File: config.mk
export PLATFORM = sky130hd
export DESIGN_NAME = ifps_pin_func
export DESIGN_NICKNAME = d
export VERILOG_FILES = /design/src/rtl/ifps_pkg.sv /design/src/rtl/ifps_sync_edge.sv /design/src/rtl/ifps_pin_func.sv
export SDC_FILE = /design/constraint.sdc
export NUM_CORES = 1
export LEC_CHECK = 0
export ABC_CLOCK_PERIOD_IN_PS = 2100
export BUFFER_PORTS_ARGS = -buffer_cell sky130_fd_sc_hd__buf_4
export CAP_MARGIN = 20
export CORE_MARGIN = 3
export CORE_UTILIZATION = 54
export CTS_BUF_LIST = sky130_fd_sc_hd__clkbuf_8
export DETAILED_ROUTE_END_ITERATION = 8
export GPL_TIMING_DRIVEN = 0
export HOLD_SLACK_MARGIN = 0.1
export PLACE_DENSITY_LB_ADDON = 0.08
export REMOVE_ABC_BUFFERS = 1
export SLEW_MARGIN = 5
export SYNTH_ARGS = -nofsm -noshare
export SYNTH_HDL_FRONTEND = slang
export SYNTH_SLANG_ARGS = --single-unit
export TNS_END_PERCENT = 100
File: constraint.sdc
create_clock -name mclk -period 2.1 [get_ports mclk]
set_input_delay 0.105 -clock mclk [delete_from_list [all_inputs] [get_ports mclk]]
set_output_delay 0.105 -clock mclk [all_outputs]
set_load 0.02 [all_outputs]
File: src/rtl/ifps_pkg.sv
/*
 * ifps_pkg: constants shared by the interface pin-function block.
 * Assumes a 40 MHz mclk and byte addresses on the register bus.
 */
package ifps_pkg;

	// register byte offsets
	localparam int          ADDR_W        = 5;
	localparam logic [4:0]  REG_CFG       = 5'h00;
	localparam logic [4:0]  REG_WAVE      = 5'h04;
	localparam logic [4:0]  REG_TSEL      = 5'h08;
	localparam logic [4:0]  REG_STS       = 5'h0c;
	localparam logic [4:0]  REG_MSK       = 5'h10;
	localparam logic [4:0]  REG_PINS      = 5'h14;

	// interface_config_reg fields
	localparam int          CFG_MODE_LO   = 0;
	localparam int          CFG_INV_BIT   = 4;
	localparam int          CFG_AUX_BIT   = 5;
	localparam int          CFG_F48_BIT   = 6;
	localparam int          CFG_INT_BIT   = 7;
	localparam logic [1:0]  MODE_SLAVE    = 2'h3;

	// reset values
	localparam logic [7:0]  CFG_RST       = 8'h00;
	localparam logic [5:0]  WAVE_RST      = 6'h3f;
	localparam logic [2:0]  TSEL_RST      = 3'h0;
	localparam logic [4:0]  EV_RST        = 5'h00;
	localparam logic [5:0]  PINS_OUT_RST  = 6'h3f;

	// event bits in status and mask
	localparam int          N_EV          = 5;
	localparam int          EV_IRQ4       = 0;
	localparam int          EV_IRQ5       = 1;
	localparam int          EV_T0         = 2;

	// synchronised pin vector layout
	localparam int          N_PIN         = 9;
	localparam int          PIN_IRQ4      = 0;
	localparam int          PIN_IRQ5      = 1;
	localparam int          PIN_T0        = 2;
	localparam int          PIN_RX        = 5;
	localparam int          PIN_FSEL      = 6;
	localparam int          PIN_INTERFACE_CLOCK     = 8;
	// irq five and receive rest high: no false edge or start bit on release
	localparam logic [8:0]  PIN_RST       = 9'h022;

	// interface clock generation
	localparam int          MCLK_HZ       = 40_000_000;
	localparam int          INTERFACE_CLOCK_30_HZ   = 30_000_000;
	localparam int          INTERFACE_CLOCK_48_HZ   = 48_000_000;
	localparam int          DIV_W         = 8;
	localparam int          HALF_30_I     = MCLK_HZ / (2 * INTERFACE_CLOCK_30_HZ);
	localparam int          HALF_48_I     = MCLK_HZ / (2 * INTERFACE_CLOCK_48_HZ);
	localparam logic [7:0]  HALF_30       =
		(HALF_30_I < 1) ? 8'h01 : HALF_30_I[7:0];
	localparam logic [7:0]  HALF_48       =
		(HALF_48_I < 1) ? 8'h01 : HALF_48_I[7:0];

endpackage : ifps_pkg

File: src/rtl/ifps_sync_edge.sv
/*
 * ifps_sync_edge: two-flop synchroniser with edge detect per bit.
 * Assumes inputs are asynchronous pins; outputs are mclk-domain.
 */
`timescale 1ns/1ps
module ifps_sync_edge #(
	parameter int             W       = 9,
	parameter logic [W-1:0]   RST_VAL = '0
) (
	// clock and reset
	input  wire logic          mclk,
	input  wire logic          rst_n,
	input  wire logic          ce,
	// raw pins
	input  wire logic [W-1:0]  pin_in,
	// synchronised view
	output logic      [W-1:0]  level,
	output logic      [W-1:0]  rise,
	output logic      [W-1:0]  fall
);

	typedef struct packed {
		logic [W-1:0] meta;
		logic [W-1:0] sync;
		logic [W-1:0] prev;
	} ifps_sync_s;

	ifps_sync_s s;
	ifps_sync_s next_s;

	// meta feeds only sync; edges look at sync and prev
	always_comb begin
		next_s = s;
		if (ce) begin
			next_s.meta = pin_in;
			next_s.sync = s.meta;
			next_s.prev = s.sync;
		end
	end

	always_ff @(posedge mclk or negedge rst_n) begin
		if (!rst_n) begin
			s <= '{meta: RST_VAL, sync: RST_VAL, prev: RST_VAL};
		end else begin
			s <= next_s;
		end
	end

	assign level = s.sync;
	assign rise  = s.sync & ~s.prev;
	assign fall  = ~s.sync & s.prev;

endmodule : ifps_sync_edge

File: src/rtl/ifps_pin_func.sv
/*
 * ifps_pin_func: pin-function logic of the external interface pins,
 * with an Avalon-MM slave for configuration, status and interrupt.
 * Assumes pins are asynchronous to mclk and the fifo flag vectors come
 * from logic clocked by mclk.
 */
// Implementation choices: the register addresses and register access over Avalon-MM.
`timescale 1ns/1ps
// What this block does
// - shared pins: control output or fifo flag
// - first shared pin: selected fifo level flag
// - second shared pin: selected fifo full flag
// - third shared pin: selected fifo empty flag
// - all control pins come up high
// - interface clock edge times flags and controls
// - internal source drives clock pin at mclk/2 for both 30/48 selects
// - invert bit inverts internal or external clock
// - irq four on rising input edge
// - irq five on falling input edge
// - timer two counts pin only when selected
// - timer one counts pin only when selected
// - timer zero counts pin only when selected
// - serial one receive pin always delivers data
module ifps_pin_func #(
	parameter int N_FIFO = 4
) (
	// clock, reset, enable
	input  wire logic                        mclk,
	input  wire logic                        rst_n,
	input  wire logic                        ce,
	// avalon-mm slave
	input  wire logic [ifps_pkg::ADDR_W-1:0] avs_address,
	input  wire logic                        avs_read,
	input  wire logic                        avs_write,
	input  wire logic [31:0]                 avs_writedata,
	input  wire logic [3:0]                  avs_byteenable,
	output logic      [31:0]                 avs_readdata,
	output logic                             avs_waitrequest,
	// interrupt
	output logic                             irq,
	// fifo core flags, one bit per fifo
	input  wire logic [N_FIFO-1:0]           fifo_level_flag,
	input  wire logic [N_FIFO-1:0]           fifo_full_flag,
	input  wire logic [N_FIFO-1:0]           fifo_empty_flag,
	// input pins
	input  wire logic [1:0]                  fifo_select_pins,
	input  wire logic                        irq_four_rising,
	input  wire logic                        irq_five_falling_n,
	input  wire logic                        timer_zero_count_in,
	input  wire logic                        timer_one_count_in,
	input  wire logic                        timer_two_count_in,
	input  wire logic                        serial_one_receive_in,
	// interface clock pin
	input  wire logic                        interface_clock_in,
	output logic                             interface_clock_out,
	output logic                             interface_clock_oe,
	// shared control-or-flag pins
	output logic                             wave_control_out_zero,
	output logic                             wave_control_out_one,
	output logic                             wave_control_out_two,
	// dedicated control pins
	output logic                             wave_control_out_three,
	output logic                             wave_control_out_four,
	output logic                             wave_control_out_five,
	// core side
	output logic                             interface_clock_edge,
	output logic                             irq_four_pulse,
	output logic                             irq_five_pulse,
	output logic                             timer_zero_count_pulse,
	output logic                             timer_one_count_pulse,
	output logic                             timer_two_count_pulse,
	output logic                             serial_one_rx_data
);
	import ifps_pkg::*;

	typedef struct packed {
		logic [7:0]       cfg;
		logic [5:0]       wave;
		logic [2:0]       tsel;
		logic [N_EV-1:0]  sts;
		logic [N_EV-1:0]  msk;
		logic             ack;
		logic [31:0]      rdata;
		logic [DIV_W-1:0] div;
		logic             gen_clk;
		logic             clk_pin;
		logic             eff_prev;
		logic             if_edge;
		logic             sel_fifo;
		logic [5:0]       pins_out;
		logic [N_EV-1:0]  ev_pulse;
		logic             rx;
	} ifps_state_s;

	localparam ifps_state_s RST_STATE = '{
		cfg:      CFG_RST,
		wave:     WAVE_RST,
		tsel:     TSEL_RST,
		sts:      EV_RST,
		msk:      EV_RST,
		ack:      1'b0,
		rdata:    32'h0000_0000,
		div:      8'h00,
		gen_clk:  1'b0,
		clk_pin:  1'b0,
		eff_prev: 1'b0,
		if_edge:  1'b0,
		sel_fifo: 1'b0,
		pins_out: PINS_OUT_RST,
		ev_pulse: EV_RST,
		rx:       1'b1
	};

	ifps_state_s s;
	ifps_state_s next_s;

	// synchronised pins
	logic [N_PIN-1:0] pin_raw;
	logic [N_PIN-1:0] pin_lvl;
	logic [N_PIN-1:0] pin_rise;
	logic [N_PIN-1:0] pin_fall;

	// placed by the package layout, so the pins readback agrees with it
	assign pin_raw[PIN_IRQ4]      = irq_four_rising;
	assign pin_raw[PIN_IRQ5]      = irq_five_falling_n;
	assign pin_raw[PIN_T0]        = timer_zero_count_in;
	assign pin_raw[PIN_T0 + 1]    = timer_one_count_in;
	assign pin_raw[PIN_T0 + 2]    = timer_two_count_in;
	assign pin_raw[PIN_RX]        = serial_one_receive_in;
	assign pin_raw[PIN_FSEL +: 2] = fifo_select_pins;
	assign pin_raw[PIN_INTERFACE_CLOCK]     = interface_clock_in;

	ifps_sync_edge #(
		.W       (N_PIN),
		.RST_VAL (PIN_RST)
	) u_sync (
		.mclk   (mclk),
		.rst_n  (rst_n),
		.ce     (ce),
		.pin_in (pin_raw),
		.level  (pin_lvl),
		.rise   (pin_rise),
		.fall   (pin_fall)
	);

	// pin events
	logic [N_EV-1:0] ev_now;
	logic [2:0]      tcnt_ev;

	assign ev_now[EV_IRQ4] = pin_rise[PIN_IRQ4];
	assign ev_now[EV_IRQ5] = pin_fall[PIN_IRQ5];

	genvar gi;
	generate
		for (gi = 0; gi < 3; gi++) begin : g_tmr
			// deselected timers ignore the pin entirely
			assign tcnt_ev[gi] = pin_rise[PIN_T0 + gi] & s.tsel[gi];
		end
	endgenerate
	assign ev_now[EV_T0 +: 3] = tcnt_ev;

	// flags of the fifo addressed by the select pins
	logic [1:0] fsel;
	logic [2:0] flag_sel;
	logic [5:0] ctl_next;

	assign fsel        = pin_lvl[PIN_FSEL +: 2];
	assign flag_sel[0] = fifo_level_flag[fsel];
	assign flag_sel[1] = fifo_full_flag[fsel];
	assign flag_sel[2] = fifo_empty_flag[fsel];

	generate
		for (gi = 0; gi < 6; gi++) begin : g_pin
			if (gi < 3) begin : g_shared
				assign ctl_next[gi] = s.sel_fifo ? flag_sel[gi]
					: s.wave[gi];
			end else begin : g_ded
				assign ctl_next[gi] = s.wave[gi];
			end
		end
	endgenerate

	// effective interface clock and its rising edge
	logic       int_clk;
	logic       inv_clk;
	logic       eff_now;
	logic       if_rise;
	logic [7:0] half_cnt;

	assign int_clk  = s.cfg[CFG_INT_BIT];
	assign inv_clk  = s.cfg[CFG_INV_BIT];
	assign half_cnt = s.cfg[CFG_F48_BIT] ? HALF_48 : HALF_30;
	assign eff_now  = (int_clk ? s.gen_clk : pin_lvl[PIN_INTERFACE_CLOCK])
		^ inv_clk;
	assign if_rise  = eff_now & ~s.eff_prev;

	// bus decode
	logic        req;
	logic        take;
	logic        wr_lo;
	logic [31:0] rd_mux;
	logic [4:0]  reg_addr;

	// registers sit on word addresses; the low two bits are ignored
	assign reg_addr = {avs_address[4:2], 2'b00};
	assign req   = avs_read | avs_write;
	assign take  = req & s.ack;
	assign wr_lo = avs_write & take & avs_byteenable[0];

	always_comb begin
		rd_mux = 32'h0000_0000;
		case (reg_addr)
			REG_CFG:  rd_mux[7:0]        = s.cfg;
			REG_WAVE: rd_mux[5:0]        = s.wave;
			REG_TSEL: rd_mux[2:0]        = s.tsel;
			REG_STS:  rd_mux[N_EV-1:0]   = s.sts;
			REG_MSK:  rd_mux[N_EV-1:0]   = s.msk;
			REG_PINS: rd_mux[N_PIN-1:0]  = pin_lvl;
			default:  rd_mux             = 32'h0000_0000;
		endcase
	end

	always_comb begin
		next_s = s;
		if (ce) begin
			// one wait cycle, then the request is taken
			next_s.ack = req & ~s.ack;
			if (avs_read & ~s.ack) begin
				next_s.rdata = rd_mux;
			end

			// register writes
			if (wr_lo) begin
				case (reg_addr)
					REG_CFG:  next_s.cfg  = avs_writedata[7:0];
					REG_WAVE: next_s.wave = avs_writedata[5:0];
					REG_TSEL: next_s.tsel = avs_writedata[2:0];
					REG_MSK:  next_s.msk  = avs_writedata[N_EV-1:0];
					default:  next_s.cfg  = s.cfg;
				endcase
			end

			// sticky status: a new event beats a same-cycle clear
			next_s.sts = s.sts;
			if (wr_lo && (reg_addr == REG_STS)) begin
				next_s.sts = s.sts & ~avs_writedata[N_EV-1:0];
			end
			next_s.sts = next_s.sts | ev_now;

			// core-side pulses and receive data
			next_s.ev_pulse = ev_now;
			next_s.rx       = pin_lvl[PIN_RX];

			// internal interface clock divider; from a 40 MHz mclk both
			// selections floor below one and clamp to one cycle a half, so the pin runs mclk/2
			if (int_clk) begin
				if (s.div == 8'h00) begin
					next_s.div     = 8'(half_cnt - 8'h01);
					next_s.gen_clk = ~s.gen_clk;
				end else begin
					next_s.div = 8'(s.div - 8'h01);
				end
			end else begin
				next_s.div     = 8'h00;
				next_s.gen_clk = 1'b0;
			end
			// pin copy registered, so an invert write cannot glitch it
			next_s.clk_pin = next_s.gen_clk
				^ next_s.cfg[CFG_INV_BIT];

			// pin outputs move only on the interface clock edge
			next_s.eff_prev = eff_now;
			next_s.if_edge  = if_rise;
			if (if_rise) begin
				next_s.pins_out = ctl_next;
				// selection lands here so a switch never glitches mid-cycle
				next_s.sel_fifo = (s.cfg[CFG_MODE_LO +: 2]
					== MODE_SLAVE);
			end
		end
	end

	always_ff @(posedge mclk or negedge rst_n) begin
		if (!rst_n) begin
			s <= RST_STATE;
		end else begin
			s <= next_s;
		end
	end

	// bus answers
	assign avs_waitrequest = req & ~s.ack;
	assign avs_readdata    = s.rdata;
	assign irq             = |(s.sts & s.msk);

	// interface clock pin
	assign interface_clock_out = s.clk_pin;
	assign interface_clock_oe  = int_clk;

	// control and flag pins
	assign wave_control_out_zero  = s.pins_out[0];
	assign wave_control_out_one   = s.pins_out[1];
	assign wave_control_out_two   = s.pins_out[2];
	assign wave_control_out_three = s.pins_out[3];
	assign wave_control_out_four  = s.pins_out[4];
	assign wave_control_out_five  = s.pins_out[5];

	// core side
	assign interface_clock_edge   = s.if_edge;
	assign irq_four_pulse         = s.ev_pulse[EV_IRQ4];
	assign irq_five_pulse         = s.ev_pulse[EV_IRQ5];
	assign timer_zero_count_pulse = s.ev_pulse[EV_T0];
	assign timer_one_count_pulse  = s.ev_pulse[EV_T0 + 1];
	assign timer_two_count_pulse  = s.ev_pulse[EV_T0 + 2];
	assign serial_one_rx_data     = s.rx;

endmodule : ifps_pin_func

# Word-level counts from Yosys, hierarchy flattened
# Cells that the tools add are included.
# op_classes
addsub	1
n_mul	0
div	0
n_lt_le_gt_ge	1
eq_ne	10
shifts	0
n_mux	26
bitwise_logic	23
n_reduce_logical	10
# ops
op	count
17-bit two-way mux	2
9-bit two-way mux	2
3-bit one-hot mux with 6 select lines	1
8-bit two-way mux	2
5-bit AND	3
3-bit AND reduction	4
5-bit two-way mux	2
5-bit inverter	2
2-bit one-hot mux with 5 select lines	1
1-bit AND	9
1-bit two-way mux	9
8-bit logical NOT	1
2-bit by 1-bit inequality test with 1-bit output, second input constant	4
8-bit by 1-bit subtractor with 8-bit output, second input constant	1
1-bit binary-select mux with 2-bit select	3
3-bit by 2-bit == test with 1-bit output, second input constant	2
3-bit == test, second input constant	2
6-bit two-way mux	1
5-bit logical NOT	1
5-bit OR	1
5-bit OR reduction	1
2-bit one-hot mux with 2 select lines	1
2-bit AND reduction	2
3-bit by 1-bit == test with 1-bit output, second input constant	1
10 further kinds	13
# totals
register_bits	85
latchBits	0
mem_bits_rw	0
romBits	0
out_inout_bits	49
wordCells	91
n_memories	0

# Longest topological paths before layout
# depth
ltp_word	8
ltp_mapped	7
ltp_nobuf	6

# Cells and area by module
# Synthesis repeated with hierarchy kept, for this count alone.
# unflattened
hier_cells	362
hier_area_um2	4618.2
# modules_own_cells
module	instances	cells_per_inst	area_per_inst_um2
ifps_pin_func	1	278	3324.4
ifps_sync_edge	1	84	1293.7

# Least setup slack after synthesis
# No wires, ideal clock.
# synth_path
path_type	reg-to-reg
startpoint	register s[17] in the netlist's numbering
endpoint	register s[21] in the netlist's numbering
arrival_ns	1.772
required_ns	1.975
slack_ns	0.203
stages_incl_launch_ff	8
synth_period_minus_slack_ns	1.897
path_cell_list	dfrtp_1 -> inv_1 -> ha_1 -> or4b_1 -> buf_2 -> o211ai_1 -> nor2_1 -> mux2_2
# synth_between
elab_chain_cells	4
word_cells_on_any_way	5
classes_between	add/sub: 1; mux: 3; reduce/logical: 1
# synth_rtl
item	line	rtl
start, declared	ifps_pin_func.sv:114	ifps_state_s s;
start signal, assigned	ifps_pin_func.sv:287	s <= next_s;
8-bit by 1-bit subtractor with 8-bit output or 8-bit logical NOT (tied branches)	ifps_pin_func.sv:261, ifps_pin_func.sv:257	
8-bit two-way mux (*)	ifps_pin_func.sv:257	if (s.div == 8'h00) begin
9-bit two-way mux (*)	ifps_pin_func.sv:256	if (int_clk) begin
9-bit two-way mux (*)	ifps_pin_func.sv:225	if (ce) begin
# Every way passes the cells marked *; elsewhere a longest branch is shown, timed or not. The select of a mux whose other input is x is not followed.
# A chain may end at the register's enable or synchronous reset.

# Worst setup path in the final report
# layout_path
startpoint	register s[57] in the netlist's numbering
endpoint	register s[77] in the netlist's numbering
# layout_between
elab_chain_cells	5
# layout_rtl
item	line	rtl
1-bit AND	ifps_pin_func.sv:207	assign take = req & s.ack;
1-bit AND (2 in series)	ifps_pin_func.sv:208	assign wr_lo = avs_write & take & avs_byteenable[0];
2-bit by 1-bit inequality test with 1-bit output (no line)	-	
3-bit AND reduction (no line)	-	
# No other way between the ends.

==> flow_results.xml <==
<?xml version="1.0" encoding="UTF-8"?>
<metrics>
  <group name="drt">
    <metric name="postRouteWirelength" unit="um">8350</metric>
    <metric name="first_pass_iters" unit="">4</metric>
    <metric name="ant_nets" unit="">0</metric>
    <metric name="count_of_unresolved_drc_violations_after_routing" unit="">0</metric>
    <metric name="route.vias.total" unit="">2778</metric>
    <metric name="drt_iter0_markers" unit="">68</metric>
    <metric name="vias_per_cell" unit="">5.38</metric>
    <metric name="post_drt_wl_per_cell" unit="um">16.2</metric>
  </group>
  <group name="critical_path">
    <metric name="endpoint_type_of_the_worst_setup_path" unit="">register</metric>
    <metric name="worstPathArrival" unit="ps">2180</metric>
    <metric name="rr_worst_depth" unit="">4</metric>
    <metric name="critical_path_peak_fanout" unit="">7</metric>
    <metric name="critical_path.reg2reg.endpoint" unit="">s[77]$_DFFE_PN0P_</metric>
    <metric name="worstReg2RegStart" unit="">s[57]$_DFFE_PN0P_</metric>
    <metric name="critical_path_required" unit="ps">2330</metric>
    <metric name="criticalPathCategory" unit="">register to register</metric>
    <metric name="crit_start_category" unit="">register</metric>
    <metric name="reg2reg_slack" unit="ps">140</metric>
  </group>
  <group name="placed_design">
    <metric name="dp_worst_setup_slack" unit="ps">-183</metric>
    <metric name="gpl.final_weighted_congestion" unit="">0.819</metric>
    <metric name="placedCellCount" unit="">479</metric>
    <metric name="detailed_place_hpwl" unit="um">5640</metric>
    <metric name="numPortBuffers" unit="">63</metric>
  </group>
  <group name="global_route">
    <metric name="antenna_found_initial" unit="">0</metric>
    <metric name="grtUsageTotal" unit="">0.198</metric>
    <metric name="residual_overflow_from_global_routing" unit="">0</metric>
    <metric name="pin_count_of_the_biggest_net_entering_global_routing" unit="">86</metric>
    <metric name="grt_first_pass_wirelength" unit="um">13600</metric>
    <metric name="first_global_vias" unit="">2788</metric>
  </group>
  <group name="sta">
    <metric name="final-setup-viol-count" unit="">0</metric>
    <metric name="finalCritPeriodShare" unit="">0.932</metric>
    <metric name="hold_viol_final" unit="">0</metric>
    <metric name="max_freq" unit="MHz">511</metric>
    <metric name="grt_setup_unrepaired" unit="">no</metric>
    <metric name="final.setup_skew" unit="ps">11.4</metric>
    <metric name="slew-limit-headroom" unit="">0.538</metric>
    <metric name="finalHoldWorstSlack" unit="ps">163</metric>
    <metric name="worst_pin_slew" unit="ps">688</metric>
    <metric name="postLayoutSetupSlackWorst" unit="ps">143</metric>
    <metric name="tns" unit="ps">0</metric>
    <metric name="timing.final.max_slew_violations" unit="">0</metric>
    <metric name="final.min_clock_period" unit="ps">1960</metric>
  </group>
  <group name="hold_path">
    <metric name="min_delay_path_depth" unit="">4</metric>
    <metric name="min-delay-path-class" unit="">primary input to register</metric>
    <metric name="hold_end" unit="">s[57]$_DFFE_PN0P_</metric>
    <metric name="worst_hold_path_startpoint" unit="">avs_read</metric>
  </group>
  <group name="clocking">
    <metric name="cts-htree-levels" unit="">3</metric>
    <metric name="cts_buffer_depth" unit="">2</metric>
    <metric name="clkTransAtPathRegs" unit="ps">90</metric>
    <metric name="tritoncts" unit="">built</metric>
    <metric name="clock-sinks" unit="">85</metric>
    <metric name="num_cts_buffers" unit="">9</metric>
    <metric name="clk_latency" unit="ps">350</metric>
    <metric name="cts_root_buf" unit="">sky130_fd_sc_hd__clkbuf_8</metric>
  </group>
  <group name="finish">
    <metric name="antennaDiodeCount" unit="">0</metric>
    <metric name="final_util" unit="">0.679</metric>
    <metric name="non_filler_instances" unit="">516</metric>
    <metric name="finalNetCount" unit="">481</metric>
    <metric name="layout_cell_share_with_drive_strength_beyond_1" unit="">0.415</metric>
    <metric name="area_delta_synth_final" unit="%">20.3</metric>
  </group>
  <group name="synth">
    <metric name="synth-seq-cells" unit="">85</metric>
    <metric name="synth_enable_flop_cells" unit="">0</metric>
    <metric name="post_synth_num_cell_types" unit="">50</metric>
    <metric name="yosysTopAreaCell" unit="">sky130_fd_sc_hd__dfrtp_1</metric>
    <metric name="synth_area_per_cell" unit="um^2">12.2</metric>
    <metric name="synthTopCellsByArea" unit="">sky130_fd_sc_hd__dfrtp_1, sky130_fd_sc_hd__mux2_2, sky130_fd_sc_hd__dfstp_2</metric>
    <metric name="yosysWarningCount" unit="">0</metric>
    <metric name="mappedNetlistArea" unit="um^2">4160</metric>
    <metric name="synthesized_instance_count" unit="">342</metric>
    <metric name="synth_top_flop_cell" unit="">sky130_fd_sc_hd__dfrtp_1</metric>
    <metric name="ys_async_sr_fraction" unit="">1.00</metric>
    <metric name="netlist_top_cells_count" unit="">sky130_fd_sc_hd__dfrtp_1, sky130_fd_sc_hd__mux2_2, sky130_fd_sc_hd__buf_4, sky130_fd_sc_hd__dfstp_2, sky130_fd_sc_hd__o21ai_0</metric>
    <metric name="sequential_cell_area_fraction_in_the_yosys_report" unit="">0.516</metric>
    <metric name="synth_top_cell_area_share" unit="">0.403</metric>
    <metric name="synth.most_common_cell" unit="">sky130_fd_sc_hd__dfrtp_1</metric>
  </group>
  <group name="flow_run">
    <metric name="maxCapViolCount" unit="">0</metric>
  </group>
  <group name="floorplanning">
    <metric name="design.die.area" unit="um^2">8800</metric>
    <metric name="floorplan.io_pins" unit="">116</metric>
    <metric name="die_width" unit="um">93.8</metric>
    <metric name="core_area" unit="um^2">7370</metric>
    <metric name="initial_utilization" unit="">0.565</metric>
    <metric name="placement_rows" unit="">31</metric>
    <metric name="fp.dieH" unit="um">93.8</metric>
  </group>
  <group name="pwr">
    <metric name="power.density" unit="nW/um^2">927</metric>
    <metric name="ir_drop" unit="V">0.000651</metric>
    <metric name="leakage" unit="nW">2.33</metric>
  </group>
  <group name="run_status">
    <metric name="run_status" unit="">complete, no violations</metric>
  </group>
</metrics>
-- critical path: stages, from the launching register on --
cell and delay (ps):
sky130_fd_sc_hd__dfrtp_1 400, sky130_fd_sc_hd__nand4_1 150, sky130_fd_sc_hd__or2_2 370, sky130_fd_sc_hd__nor3_2 520
sky130_fd_sc_hd__mux2_2 410
-- worst max path at each step --
stage	cells past startpoint	end	slack [ps]	from
2_1_floorplan	6	s[21]$_DFFE_PN0P_	220	s[17]$_DFFE_PN0P_
5_1_grt	4	s[80]$_DFFE_PN0P_	6	s[57]$_DFFE_PN0P_
4_1_cts	6	s[21]$_DFFE_PN0P_	50	s[17]$_DFFE_PN0P_
3_5_place_dp	5	s[73]$_DFFE_PN1P_	-180	ce
6_report	4	s[77]$_DFFE_PN0P_	140	s[57]$_DFFE_PN0P_
3_3_place_gp	5	ctl_next[3]$_DFFE_PN1P_	-140	ce
-- layout by cell type, fill, tap and decap left out, drive strengths merged, types with 2 or more instances in the layout --
cell	netlist	routed
dfstp	18	18
o211ai	3	3
a22o	8	8
mux2	62	62
mux2i	9	9
clkinv	0	3
o22a	3	3
ha	2	2
conb	1	23
clkbuf	6	9
a22oi	4	4
nand2	14	14
inv	10	11
nand4	2	2
bufinv	0	2
dlygate4sd3	0	18
dfrtp	67	67
nor4	2	2
nor3b	3	3
mux4	4	4
o2bb2ai	4	4
a32o	2	2
nor2	12	12
nand3	2	2
nand4b	2	2
a2bb2oi	2	2
o21ai	19	19
nor3	9	9
and3	2	2
buf	41	66
a31oi	3	3
nand3b	6	6
nor2b	4	4
a21o	2	2
-- cells by family after synthesis --
group           Yosys count  synth area share
fa+ha+maj                 2           0.00601
buf+inv                  57            0.0815
mux                      75             0.211
simple gates             65            0.0869
flops                    85             0.516
other cells               1          0.000901
xor+xnor                  1           0.00210
compound gates           56            0.0953
-- per-stage QoR --
step / power, W / instance area (um^2)
floorplan: 0.00288 / 3940
global placement: 0.00333 / 4540
detailed placement: 0.00337 / 4540
CTS: 0.00468 / 4950
global route: 0.00488 / 5010
finish: 0.00464 / 5010
-- sequential cells by signal, summed over array words and instances, names as in the netlist, 3 cells and up --
name / cells
avs_readdata: 9
ctl_next: 3
s: 34
u_sync.level: 9
u_sync.s: 14
-- power by group --
group          internal (W)  total (W)  switching [W]
Clock              0.000676    0.00128       0.000600
Sequential          0.00201    0.00225       0.000238
Combinational      0.000582    0.00112       0.000537
-- routing by layer --
layer | track usage | wire, um | vias to the layer above
li1 | - | - | 1319
met1 | 0.269 | 3670 | 1382
met2 | 0.327 | 4220 | 71
met3 | 0.0304 | 383 | 6
met4 | 0.0650 | 71 | 0
met5 | 0 | 0 | -
-- cell type report --
class	count	area, um^2
timing repair buffer	84	688
tap	99	124
sequential	85	2150
clock inverter	7	98.8
inverter	10	37.5
clock buffer	9	124
fill	577	2360
multi-input combinational	222	1780
-- repair_timing --
action | in CTS | in global routing
buffers inserted | 1 | 1
hold buffers | 18 | 0
endpoints found under the setup margin | 4 | 12
resized for setup | 1 | 4
gates cloned | 0 | 0
pin swaps | 1 | 1
hold endpoints to repair | 103 | 0
Note: power is estimated with default switching activity, not from simulation.
